--- src/irq_ctrl_pkg.sv ---
package irq_ctrl_pkg;
  // ==========================================================
  // sizes and timing
  localparam int NUM_SRC = 13;
  localparam int LVL_W = 3;
  localparam int NUM_LVL = 5;
  localparam int CLK_PERIOD_NS = 10;
  localparam int MEM_CYCLE_NS = 40;
  localparam int CLKS_PER_MEM = (MEM_CYCLE_NS + CLK_PERIOD_NS - 1)
                                / CLK_PERIOD_NS;
  localparam int MDIV_W = $clog2(CLKS_PER_MEM);
  localparam logic [MDIV_W-1:0] MDIV_LAST = MDIV_W'(CLKS_PER_MEM - 1);
  localparam logic [LVL_W-1:0] LVL_PF = 3'h4;
  localparam logic [LVL_W-1:0] LVL_RST = 3'h0;
  // ==========================================================
  // register map
  localparam int ADDR_W = 4;
  localparam logic [ADDR_W-1:0] A_T01_CTRL = 4'h0;
  localparam logic [ADDR_W-1:0] A_T2_CTRL = 4'h1;
  localparam logic [ADDR_W-1:0] A_IRQ_EN = 4'h2;
  localparam logic [ADDR_W-1:0] A_XIRQ_EN = 4'h3;
  localparam logic [ADDR_W-1:0] A_PRIO_LO = 4'h4;
  localparam logic [ADDR_W-1:0] A_PRIO_HI = 4'h5;
  localparam logic [ADDR_W-1:0] A_XPRIO_LO = 4'h6;
  localparam logic [ADDR_W-1:0] A_XPRIO_HI = 4'h7;
  localparam logic [ADDR_W-1:0] A_XFLAGS = 4'h8;
  localparam logic [ADDR_W-1:0] A_WDOG = 4'h9;
  localparam logic [ADDR_W-1:0] A_SERIAL = 4'hA;
  localparam logic [ADDR_W-1:0] A_IN_SERVICE = 4'hB;
  // ==========================================================
  // field positions
  localparam int B_IT0 = 0;
  localparam int B_EXT0 = 1;
  localparam int B_IT1 = 2;
  localparam int B_EXT1 = 3;
  localparam int B_TF0 = 5;
  localparam int B_TF1 = 7;
  localparam int B_CAPSEL = 0;
  localparam int B_T2XEN = 3;
  localparam int B_UPDN = 4;
  localparam int B_T2XF = 6;
  localparam int B_TF2 = 7;
  localparam int B_GIE = 7;
  localparam int B_XFLAG = 4;
  localparam int B_EWT = 1;
  localparam int B_WDIF = 3;
  localparam int B_PFI = 4;
  localparam int B_POWERFAIL_IRQ_ENABLE = 5;
  localparam int B_RX0 = 0;
  localparam int B_TX0 = 1;
  localparam int B_RX1 = 2;
  localparam int B_TX1 = 3;
  // ==========================================================
  // sources in natural order, index 0 wins ties
  localparam int SRC_PF = 0;
  localparam int SRC_EX0 = 1;
  localparam int SRC_T0 = 2;
  localparam int SRC_EX1 = 3;
  localparam int SRC_T2 = 6;
  localparam logic [NUM_SRC*8-1:0] VECTORS = {
    8'h63, 8'h5B, 8'h53, 8'h4B, 8'h43, 8'h3B, 8'h2B,
    8'h23, 8'h1B, 8'h13, 8'h0B, 8'h03, 8'h33};
  localparam logic [5:0] EXT_POS_EDGE = 6'h14;
endpackage

--- src/irq_ctrl.sv ---
// Strobed register access and the placing of the registers were left to the implementer.
`timescale 1ns/10ps
module irq_ctrl (
  input wire logic CLOCK,
  input wire logic SYS_RST,
  input wire logic [irq_ctrl_pkg::ADDR_W-1:0] ADDR,
  input wire logic [7:0] WDATA,
  input wire logic WR_EN,
  input wire logic RD_EN,
  output logic [7:0] RDATA,
  input wire logic INSTR_LAST,
  input wire logic INSTR_RETURN_FROM_INTERRUPT,
  output logic MEM_STROBE,
  output logic CALL_REQ,
  output logic [7:0] CALL_VECTOR,
  output logic [irq_ctrl_pkg::NUM_LVL-1:0] IN_SERVICE,
  input wire logic TMR0_OVF,
  input wire logic TMR1_OVF,
  input wire logic TMR2_OVF,
  input wire logic WDOG_TIMEOUT,
  input wire logic SER0_RX_DONE,
  input wire logic SER0_TX_DONE,
  input wire logic SER1_RX_DONE,
  input wire logic SER1_TX_DONE,
  input wire logic [5:0] EXT_INT_PIN,
  input wire logic TIMER2_EXTERNAL_PIN,
  input wire logic SUPPLY_LOW,
  output logic WATCHDOG_RESET_ENABLE
);
  import irq_ctrl_pkg::*;

  // ==========================================================
  // state
  typedef struct packed {
    logic [MDIV_W-1:0] mdiv;
    logic [5:0] ext_s1;
    logic [5:0] ext_s2;
    logic [5:0] ext_prev;
    logic t2x_s1;
    logic t2x_s2;
    logic t2x_prev;
    logic pf_s1;
    logic pf_s2;
    logic [7:0] t01;
    logic [7:0] t2;
    logic [7:0] irq_en;
    logic [4:0] xirq_en;
    logic [6:0] plo;
    logic [6:0] phi;
    logic [4:0] xplo;
    logic [4:0] xphi;
    logic [3:0] xflag;
    logic pfi;
    logic powerfail_irq_enable;
    logic wdif;
    logic watchdog_reset_enable;
    logic [3:0] ser;
    logic [NUM_LVL-1:0] isr;
    logic abort;
    logic call;
    logic [7:0] vec;
    logic [7:0] rdata;
  } state_t;

  state_t q;
  state_t n;

  // ==========================================================
  // helpers
  function automatic logic [LVL_W-1:0] top_level(
    input logic [NUM_LVL-1:0] s);
    top_level = '0;
    for (int i = 0; i < NUM_LVL; i++) begin
      if (s[i]) begin
        top_level = LVL_W'(i);
      end
    end
  endfunction

  function automatic logic is_prio_addr(input logic [ADDR_W-1:0] a);
    is_prio_addr = (a == A_IRQ_EN) || (a == A_XIRQ_EN) ||
                   (a == A_PRIO_LO) || (a == A_PRIO_HI) ||
                   (a == A_XPRIO_LO) || (a == A_XPRIO_HI);
  endfunction

  // ==========================================================
  // arbitration
  logic mem_en;
  logic eval;
  logic prio_wr;
  logic [NUM_SRC-1:0] req;
  logic [NUM_SRC-1:0] src_en;
  logic [NUM_SRC-1:0] gate;
  logic [6:0] plo_all;
  logic [6:0] phi_all;
  logic [11:0] plo_cat;
  logic [11:0] phi_cat;
  logic [LVL_W-1:0] lvl [NUM_SRC];
  logic win_valid;
  logic [LVL_W-1:0] win_lvl;
  logic [3:0] win_idx;
  logic [LVL_W:0] cur_eff;
  logic ack;
  logic [5:0] ext_edge;
  logic t2x_fall;

  assign mem_en = (q.mdiv == MDIV_LAST);
  assign eval = mem_en && INSTR_LAST;
  assign prio_wr = WR_EN && is_prio_addr(ADDR);
  assign plo_all = q.plo;
  assign phi_all = q.phi;
  assign plo_cat = {q.xplo, plo_all};
  assign phi_cat = {q.xphi, phi_all};

  // pseudo edge: previous sample vs current synchronised sample
  assign ext_edge = (EXT_POS_EDGE & ~q.ext_prev & q.ext_s2) |
                    (~EXT_POS_EDGE & q.ext_prev & ~q.ext_s2);
  assign t2x_fall = q.t2x_prev && !q.t2x_s2;

  // flags in natural order
  assign req = {q.wdif, q.xflag[3:0],
                q.ser[B_RX1] | q.ser[B_TX1],
                q.t2[B_TF2] | q.t2[B_T2XF],
                q.ser[B_RX0] | q.ser[B_TX0],
                q.t01[B_TF1], q.t01[B_EXT1], q.t01[B_TF0],
                q.t01[B_EXT0], q.pfi};
  assign src_en = {q.xirq_en, q.irq_en[6:0], q.powerfail_irq_enable};

  generate
    for (genvar g = 0; g < NUM_SRC; g++) begin : g_src
      if (g == SRC_PF) begin : g_pf
        assign lvl[g] = LVL_PF;
        assign gate[g] = req[g] && src_en[g];
      end else begin : g_mask
        assign lvl[g] = {1'b0, phi_cat[g-1], plo_cat[g-1]};
        assign gate[g] = req[g] && src_en[g] && q.irq_en[B_GIE];
      end
    end
  endgenerate

  always_comb begin
    win_valid = 1'b0;
    win_lvl = '0;
    win_idx = '0;
    // descending scan with >= leaves the lowest natural index on ties
    for (int i = NUM_SRC - 1; i >= 0; i--) begin
      if (gate[i] && (!win_valid || lvl[i] >= win_lvl)) begin
        win_valid = 1'b1;
        win_lvl = lvl[i];
        win_idx = 4'(i);
      end
    end
  end

  assign cur_eff = (q.isr == '0) ? '0 : {1'b0, top_level(q.isr)} + 1'b1;
  assign ack = eval && win_valid && !INSTR_RETURN_FROM_INTERRUPT && !q.abort && !prio_wr &&
               (({1'b0, win_lvl} + 1'b1) > cur_eff);

  // ==========================================================
  // next state
  always_comb begin
    n = q;
    n.mdiv = mem_en ? '0 : q.mdiv + 1'b1;
    n.ext_s1 = EXT_INT_PIN;
    n.ext_s2 = q.ext_s1;
    n.ext_prev = q.ext_s2;
    n.t2x_s1 = TIMER2_EXTERNAL_PIN;
    n.t2x_s2 = q.t2x_s1;
    n.t2x_prev = q.t2x_s2;
    n.pf_s1 = SUPPLY_LOW;
    n.pf_s2 = q.pf_s1;

    // software first, hardware afterwards so that hardware wins
    if (WR_EN) begin
      case (ADDR)
        A_T01_CTRL: n.t01 = WDATA;
        A_T2_CTRL: n.t2 = WDATA;
        A_IRQ_EN: n.irq_en = WDATA;
        A_XIRQ_EN: n.xirq_en = WDATA[4:0];
        A_PRIO_LO: n.plo = WDATA[6:0];
        A_PRIO_HI: n.phi = WDATA[6:0];
        A_XPRIO_LO: n.xplo = WDATA[4:0];
        A_XPRIO_HI: n.xphi = WDATA[4:0];
        A_XFLAGS: n.xflag = WDATA[7:B_XFLAG];
        A_WDOG: begin
          n.pfi = WDATA[B_PFI];
          n.powerfail_irq_enable = WDATA[B_POWERFAIL_IRQ_ENABLE];
          n.wdif = WDATA[B_WDIF];
          n.watchdog_reset_enable = WDATA[B_EWT];
        end
        A_SERIAL: n.ser = WDATA[3:0];
        default: ;
      endcase
    end

    // ack clears come before event sets so a coincident event survives
    if (ack && win_idx == 4'(SRC_T0)) begin
      n.t01[B_TF0] = 1'b0;
    end
    if (ack && win_idx == 4'(SRC_T0 + 2)) begin
      n.t01[B_TF1] = 1'b0;
    end
    if (TMR0_OVF) begin
      n.t01[B_TF0] = 1'b1;
    end
    if (TMR1_OVF) begin
      n.t01[B_TF1] = 1'b1;
    end

    // external 0/1: edge mode latches and clears on ack, level mode tracks
    if (q.t01[B_IT0]) begin
      if (ack && win_idx == 4'(SRC_EX0)) begin
        n.t01[B_EXT0] = 1'b0;
      end
      if (ext_edge[0]) begin
        n.t01[B_EXT0] = 1'b1;
      end
    end else begin
      n.t01[B_EXT0] = !q.ext_s2[0];
    end
    if (q.t01[B_IT1]) begin
      if (ack && win_idx == 4'(SRC_EX1)) begin
        n.t01[B_EXT1] = 1'b0;
      end
      if (ext_edge[1]) begin
        n.t01[B_EXT1] = 1'b1;
      end
    end else begin
      n.t01[B_EXT1] = !q.ext_s2[1];
    end
    for (int i = 0; i < 4; i++) begin
      if (ext_edge[i+2]) begin
        n.xflag[i] = 1'b1;
      end
    end

    // timer 2 flags are never touched by an ack
    if (TMR2_OVF) begin
      n.t2[B_TF2] = 1'b1;
    end
    if (t2x_fall && q.t2[B_T2XEN] &&
        (q.t2[B_CAPSEL] || !q.t2[B_UPDN])) begin
      n.t2[B_T2XF] = 1'b1;
    end

    if (WDOG_TIMEOUT) begin
      n.wdif = 1'b1;
    end
    if (q.pf_s2) begin
      n.pfi = 1'b1;
    end

    // serial flags set on whole-word done pulses, cleared by software only
    if (SER0_RX_DONE) begin
      n.ser[B_RX0] = 1'b1;
    end
    if (SER0_TX_DONE) begin
      n.ser[B_TX0] = 1'b1;
    end
    if (SER1_RX_DONE) begin
      n.ser[B_RX1] = 1'b1;
    end
    if (SER1_TX_DONE) begin
      n.ser[B_TX1] = 1'b1;
    end

    // abort covers the whole instruction that wrote A_IRQ_EN, A_XIRQ_EN or a priority register
    if (prio_wr) begin
      n.abort = 1'b1;
    end
    if (eval) begin
      n.abort = 1'b0;
    end

    if (eval && INSTR_RETURN_FROM_INTERRUPT && q.isr != '0) begin
      n.isr[top_level(q.isr)] = 1'b0;
    end
    // vector is latched, so a later flag clear cannot cancel the call
    if (ack) begin
      n.isr[win_lvl] = 1'b1;
      n.vec = VECTORS[win_idx*8 +: 8];
    end
    if (mem_en) begin
      n.call = ack;
    end

    n.rdata = '0;
    if (RD_EN) begin
      case (ADDR)
        A_T01_CTRL: n.rdata = q.t01;
        A_T2_CTRL: n.rdata = q.t2;
        A_IRQ_EN: n.rdata = q.irq_en;
        A_XIRQ_EN: n.rdata = {3'h0, q.xirq_en};
        A_PRIO_LO: n.rdata = {1'b0, q.plo};
        A_PRIO_HI: n.rdata = {1'b0, q.phi};
        A_XPRIO_LO: n.rdata = {3'h0, q.xplo};
        A_XPRIO_HI: n.rdata = {3'h0, q.xphi};
        A_XFLAGS: n.rdata = {q.xflag, 4'h0};
        A_WDOG: n.rdata = {2'h0, q.powerfail_irq_enable, q.pfi, q.wdif, 1'b0, q.watchdog_reset_enable, 1'b0};
        A_SERIAL: n.rdata = {4'h0, q.ser};
        A_IN_SERVICE: n.rdata = {3'h0, q.isr};
        default: n.rdata = '0;
      endcase
    end
  end

  always_ff @(posedge CLOCK or posedge SYS_RST) begin
    if (SYS_RST) begin
      q <= '0; // all priority bits and enables clear
      q.ext_s1 <= 6'h3F;
      q.ext_s2 <= 6'h3F;
      q.ext_prev <= 6'h3F;
      q.t2x_s1 <= 1'b1;
      q.t2x_s2 <= 1'b1;
      q.t2x_prev <= 1'b1;
    end else begin
      q <= n;
    end
  end

  assign RDATA = q.rdata;
  assign MEM_STROBE = mem_en;
  assign CALL_REQ = q.call;
  assign CALL_VECTOR = q.vec;
  assign IN_SERVICE = q.isr;
  assign WATCHDOG_RESET_ENABLE = q.watchdog_reset_enable;
endmodule

--- config.mk ---
export PLATFORM = sky130hd
export DESIGN_NAME = irq_ctrl
export DESIGN_NICKNAME = d
export VERILOG_FILES = /design/src/irq_ctrl_pkg.sv /design/src/irq_ctrl.sv
export SDC_FILE = /design/constraint.sdc
export NUM_CORES = 1
export LEC_CHECK = 0
export ABC_CLOCK_PERIOD_IN_PS = 22100
export BUFFER_PORTS_ARGS = -buffer_cell sky130_fd_sc_hd__buf_2
export CORE_MARGIN = 5
export CORE_UTILIZATION = 45
export CTS_CLUSTER_DIAMETER = 30
export DETAILED_ROUTE_END_ITERATION = 16
export PLACE_DENSITY = 0.71
export RECOVER_POWER = 25
export SYNTH_ARGS = -nofsm -noshare
export SYNTH_HDL_FRONTEND = slang
export SYNTH_SLANG_ARGS = --single-unit
--- constraint.sdc ---
create_clock -name CLOCK -period 22.1 [get_ports CLOCK]
set_input_delay 1.105 -clock CLOCK [delete_from_list [all_inputs] [get_ports CLOCK]]
set_output_delay 1.105 -clock CLOCK [all_outputs]
set_load 0.02 [all_outputs]
== After elaboration in Yosys (flattened, before gate mapping) ==
Index checks and enable logic that the tools add are counted.

* Register bits after elaboration: 113
* Latch bits: 0
* Memory bits (writable): 0
* Bits in read-only memories: 0
* Input bits: 34
* Output and inout port bits: 24
* Word-level logic and storage cells: 331
* Memories kept: 0

* Add/subtract/negate cells: 3
* $mul: 0
* Divide/modulo/power cells: 0
* $lt $le $gt $ge: 17
* Equality and inequality tests: 20
* Shift operators: 1
* Muxes and demuxes: 90
* Bitwise gates (word level): 11
* Reductions and logical operators: 149

{| class="wikitable"
|+ Operator list
! cell !! number
|-
| $shiftx 104x8->8 const A || 1
|-
| $pmux 8 s12 || 1
|-
| $mux 4 || 17
|-
| $mux 65 || 1
|-
| $logic_and 1x1->1 || 55
|-
| $reduce_and 2->1 || 25
|-
| $reduce_bool 2->1 || 25
|-
| $mux 3 || 16
|-
| $mux 1 || 40
|-
| $ge 2x3->1 || 11
|-
| $mux 8 || 4
|-
| $mux 5 || 5
|-
| $eq 4x3->1 const B || 5
|-
| $logic_not 1->1 || 19
|-
| $logic_or 1x1->1 || 18
|-
| $eq 4x2->1 const B || 4
|-
| $eq 4x4->1 const B || 4
|-
| $mux 7 || 2
|-
| $reduce_bool 3->1 || 4
|-
| $not 5->5 || 2
|-
| $add 3x1->4 const B || 2
|-
| $eq 4x1->1 const B || 2
|-
| $lt 3x4->1 const B || 2
|-
| $ne 4x1->1 const B || 2
|-
| other kinds (18) || 24
|}

== Longest topological paths before layout ==
* Depth in word-level cells: 60
* Depth in mapped cells: 92
* Depth with buffers taken out: 89

== Least setup slack after synthesis ==
Ideal clock, no wire load.

* Path type: register to register
* Start point: register q[71] in the netlist's numbering
* End point: register q[81] in the netlist's numbering
* Arrival: 17218 ps
* Data required time: 21980 ps
* Slack: 4762 ps
* Stages on the path, launching flop included: 89
* Period minus slack after synthesis: 17338 ps
* Path through: dfrtp_1 > buf_2 > clkbuf_1 > clkbuf_1 > nand3_1 > nor2_1 > ha_1 > nand2b_1 > a211oi_1 > nor2_1 > a22o_1 > and2_1 > ha_1 > nand2b_1 > a221oi_1 > or2_2 > o21ai_0 > o21ba_2 > [... 53 more ...] > ha_1 > nand2b_1 > a21oi_1 > inv_1 > o21bai_1 > nand3_1 > or3_1 > and3_1 > ha_1 > ha_1 > nor2b_1 > o21a_1 > o21a_1 > o2111ai_1 > a31oi_1 > o31a_1 > nand2_1 > a31o_2

* Cells in the longest elaborated chain, start to end: 59

{| class="wikitable"
|+ RTL lines
! what !! RTL line !! RTL
|-
| start: declaration || irq_ctrl.sv:65 || <nowiki>state_t q;</nowiki>
|-
| start signal: assignment || irq_ctrl.sv:317 || <nowiki>q <= n;</nowiki>
|-
| branches (longest 55 deep; another with $ge 2x3->1) || - ||
|-
| $logic_and 1x1->1 * || irq_ctrl.sv:212 || <nowiki>if (ack && win_idx == 4'(SRC_EX0)) begin</nowiki>
|-
| $mux 1 || irq_ctrl.sv:212 ||
|-
| $mux 1 || irq_ctrl.sv:215 || <nowiki>if (ext_edge[0]) begin</nowiki>
|-
| $mux 1 || irq_ctrl.sv:211 || <nowiki>if (q.t01[B_IT0]) begin</nowiki>
|}

Mark *: on every way between the ends.
A chain may end at the register's enable or synchronous reset.

==> impl_metrics.json <==
{
  "status": "complete, but fails checks",
  "violations": "max-capacitance violations, max-slew violations",
  "routed_wl_microns": 18800,
  "rows": 44,
  "synth_area_leaders": "dfrtp_1, mux2_2, dfstp_2, ha_1, nor2_1",
  "synthFlopType": "dfrtp_1",
  "initial_core_util": 0.463,
  "ir_worst_vdd_mv": 0.0518,
  "finalCritPeriodShare": 0.896,
  "cp.arrival_ns": 20.06,
  "final_max_slew_viol_count": 53,
  "syn_inst": 700,
  "cpMostUsedCell": "ha_1",
  "final_cell_area_sq_um": 7330,
  "vias_per_cell": 6.21,
  "cts.repair.resized": 0,
  "synth.most_common_cell": "dfrtp_1",
  "cts_hold_buffers": 0,
  "cts_num_sinks": 110,
  "worstPathRequired_ns": 22.36,
  "htreeDepth": 3,
  "start_kind": "flop",
  "grtUsageMet3": 0.0478,
  "path_delay_family": "compound AO/OA/AOI/OAI gates",
  "p_per_area_nw_per_um2": 92.5,
  "dp_hpwl_microns": 14200,
  "p_leak_nw": 3.24,
  "grt_max_degree": 60,
  "crit_cells": 87,
  "rsz0062_at_grt": "false",
  "cp-end-kind": "flop",
  "finalNetCount": 787,
  "synthToLayoutAreaGrowth_pct": 8.12,
  "netlist.area_leader.share": 0.329,
  "core-area_sq_um": 14600,
  "cts.clk_slew.worst_paths_ns": 0.07,
  "post_cts_buffers": 0,
  "firstDrtPassIters": 5,
  "drc": 0,
  "antenna_found_initial": 0,
  "hold_class": "flop to flop",
  "top_usage_layer": "met2",
  "die-height_microns": 133,
  "maxCapViolCount": 1,
  "max_stage_delay_ns": 0.72,
  "slew_headroom": -0.424,
  "grt_pass1_vias": 5402,
  "path_buf_inv": 3,
  "synthArstFlopShare": 1.00,
  "track_usage": 0.213,
  "finalHoldViolCount": 0,
  "synth.largest_area_cell": "dfrtp_1",
  "timing.fmax_ghz": 0.0505,
  "die-width_microns": 133,
  "cts_tree": "yes",
  "io_pins": 58,
  "clock_path_buffers": 2,
  "postRouteAntennaNets": 0,
  "port_buffers": 55,
  "clock_skew_ns": 0.00478,
  "fin_crit_ns": 19.80,
  "critPathSlowestCell": "a31oi_1",
  "grt_overflow": 0,
  "yosys-top-cells-count": "dfrtp_1, nor2_1, nand2_1",
  "syn_area_sq_um": 6780,
  "seq_area_frac_synth": 0.410,
  "grt_pass1_wl_microns": 29600,
  "layout-drive-gt1-share": 0.229,
  "post_drt_wl_per_cell_microns": 20.6,
  "critPathMaxFanout": 26,
  "yosysWarningCount": 0,
  "numCtsBuffers": 9,
  "critPathKind": "flop to flop",
  "grt_util_met2": 0.331,
  "synth_edf_count": 0,
  "grt_use_met1": 0.283,
  "drt_iter0_markers": 575,
  "place_congestion": 0.958,
  "synth.avg_cell_area_sq_um": 9.68,
  "vias": 5660,
  "tns_ns": 0,
  "synthDistinctLibCells": 82,
  "worst_pin_slew_ns": 2.12,
  "ys_ff_latch": 110,
  "diodes": 0,
  "dieArea_sq_um": 17600,
  "place_area_sq_um": 7050,
  "clock_latency_ns": 0.36,
  "hold_depth": 0,
  "finalSetupViolations": 0,
  "cts_root_buffer": "clkbuf_16",
  "rr_worst_depth": 87
}
-- worst register-to-register path, delay by kind of cell, from the launching register on --
| kind | cells | cell delay (ns) |
|---|---|---|
| mux | 2 | 0.44 |
| buf+inv | 3 | 0.56 |
| flops | 1 | 0.33 |
| fa+ha+maj | 13 | 3.36 |
| compound gates | 35 | 8.99 |
| simple gates | 34 | 5.98 |
-- where the power goes --
group / total (W) / internal (W) / switching [W] / leakage, nW
Combinational: 0.000254 / 0.000105 / 0.000149 / 1.82
Clock: 0.000156 / 0.0000787 / 0.0000777 / 0.138
Sequential: 0.000267 / 0.000233 / 0.0000348 / 1.29
Total: 0.000678 / 0.000416 / 0.000261 / 3.24
-- worst paths after layout --
path | startpoint | end | slack, ns
min | n[99] | n[93] | 0.36
min reg2reg | n[99] | n[93] | 0.36
min in group asynchronous | SYS_RST | q[29] | 1.28
max in group asynchronous | SYS_RST | q[61] | 19.26
max | q[71] | IN_SERVICE[2] | 2.30
max reg2reg | q[71] | IN_SERVICE[2] | 2.30
-- state kept, by name, indices dropped and copies added (netlist names) --
name                   flops
IN_SERVICE                 5
lvl                       10
phi_all                    7
n                         15
q                         51
CALL_REQ                   1
WATCHDOG_RESET_ENABLE      1
RDATA                      8
plo_all                    7
CALL_VECTOR                5
-- layer usage --
metal | up-vias | part of all wire
met5 | - | 0
met3 | 43 | 0.069
met1 | 2793 | 0.43
met4 | 0 | 0.038
li1 | 2594 | -
met2 | 230 | 0.46
-- layout make-up --
| type | instances | area (sq um) |
|---|---|---|
| clock buffer | 10 | 229 |
| clock inverter | 6 | 51.3 |
| fill | 1383 | 7320 |
| inverter | 37 | 140 |
| multi-input combinational | 508 | 3610 |
| sequential | 110 | 2780 |
| tap | 184 | 230 |
| timing repair buffer | 57 | 289 |
-- cell usage in the layout, fill, tap and decap left out, types with 9 or more instances in the layout --
master	n
a21oi_1	28
nand2b_1	12
inv_1	35
mux2_2	50
nor2b_1	13
nand3_1	22
dfrtp_1	89
dfstp_2	19
nor2_1	62
clkbuf_16	9
ha_1	30
nand2_1	57
o21ai_0	35
nor3_1	10
buf_2	54
a211o_1	11
mux2i_1	17
-- cells by family after synthesis --
| family | synth area share |
|---|---|
| compound gates | 0.198 |
| xor+xnor | 0.00129 |
| fa+ha+maj | 0.0569 |
| buf+inv | 0.0585 |
| flops | 0.410 |
| mux | 0.112 |
| other cells | 0.00111 |
| simple gates | 0.162 |
-- stage by stage --
step,utilization,instances,hold WS [ns],setup slack (ns),power [W]
floorplan,-,702,0.331,4.76,0.000455
global route,0.500,912,0.366,1.04,0.000721
detailed placement,0.481,896,0.347,2.74,0.000520
finish,0.500,912,0.358,2.30,0.000678
CTS,0.501,912,0.359,2.70,0.000678
global placement,0.481,896,0.338,3.50,0.000511
No activity file was read; power rests on OpenSTA's default activity.
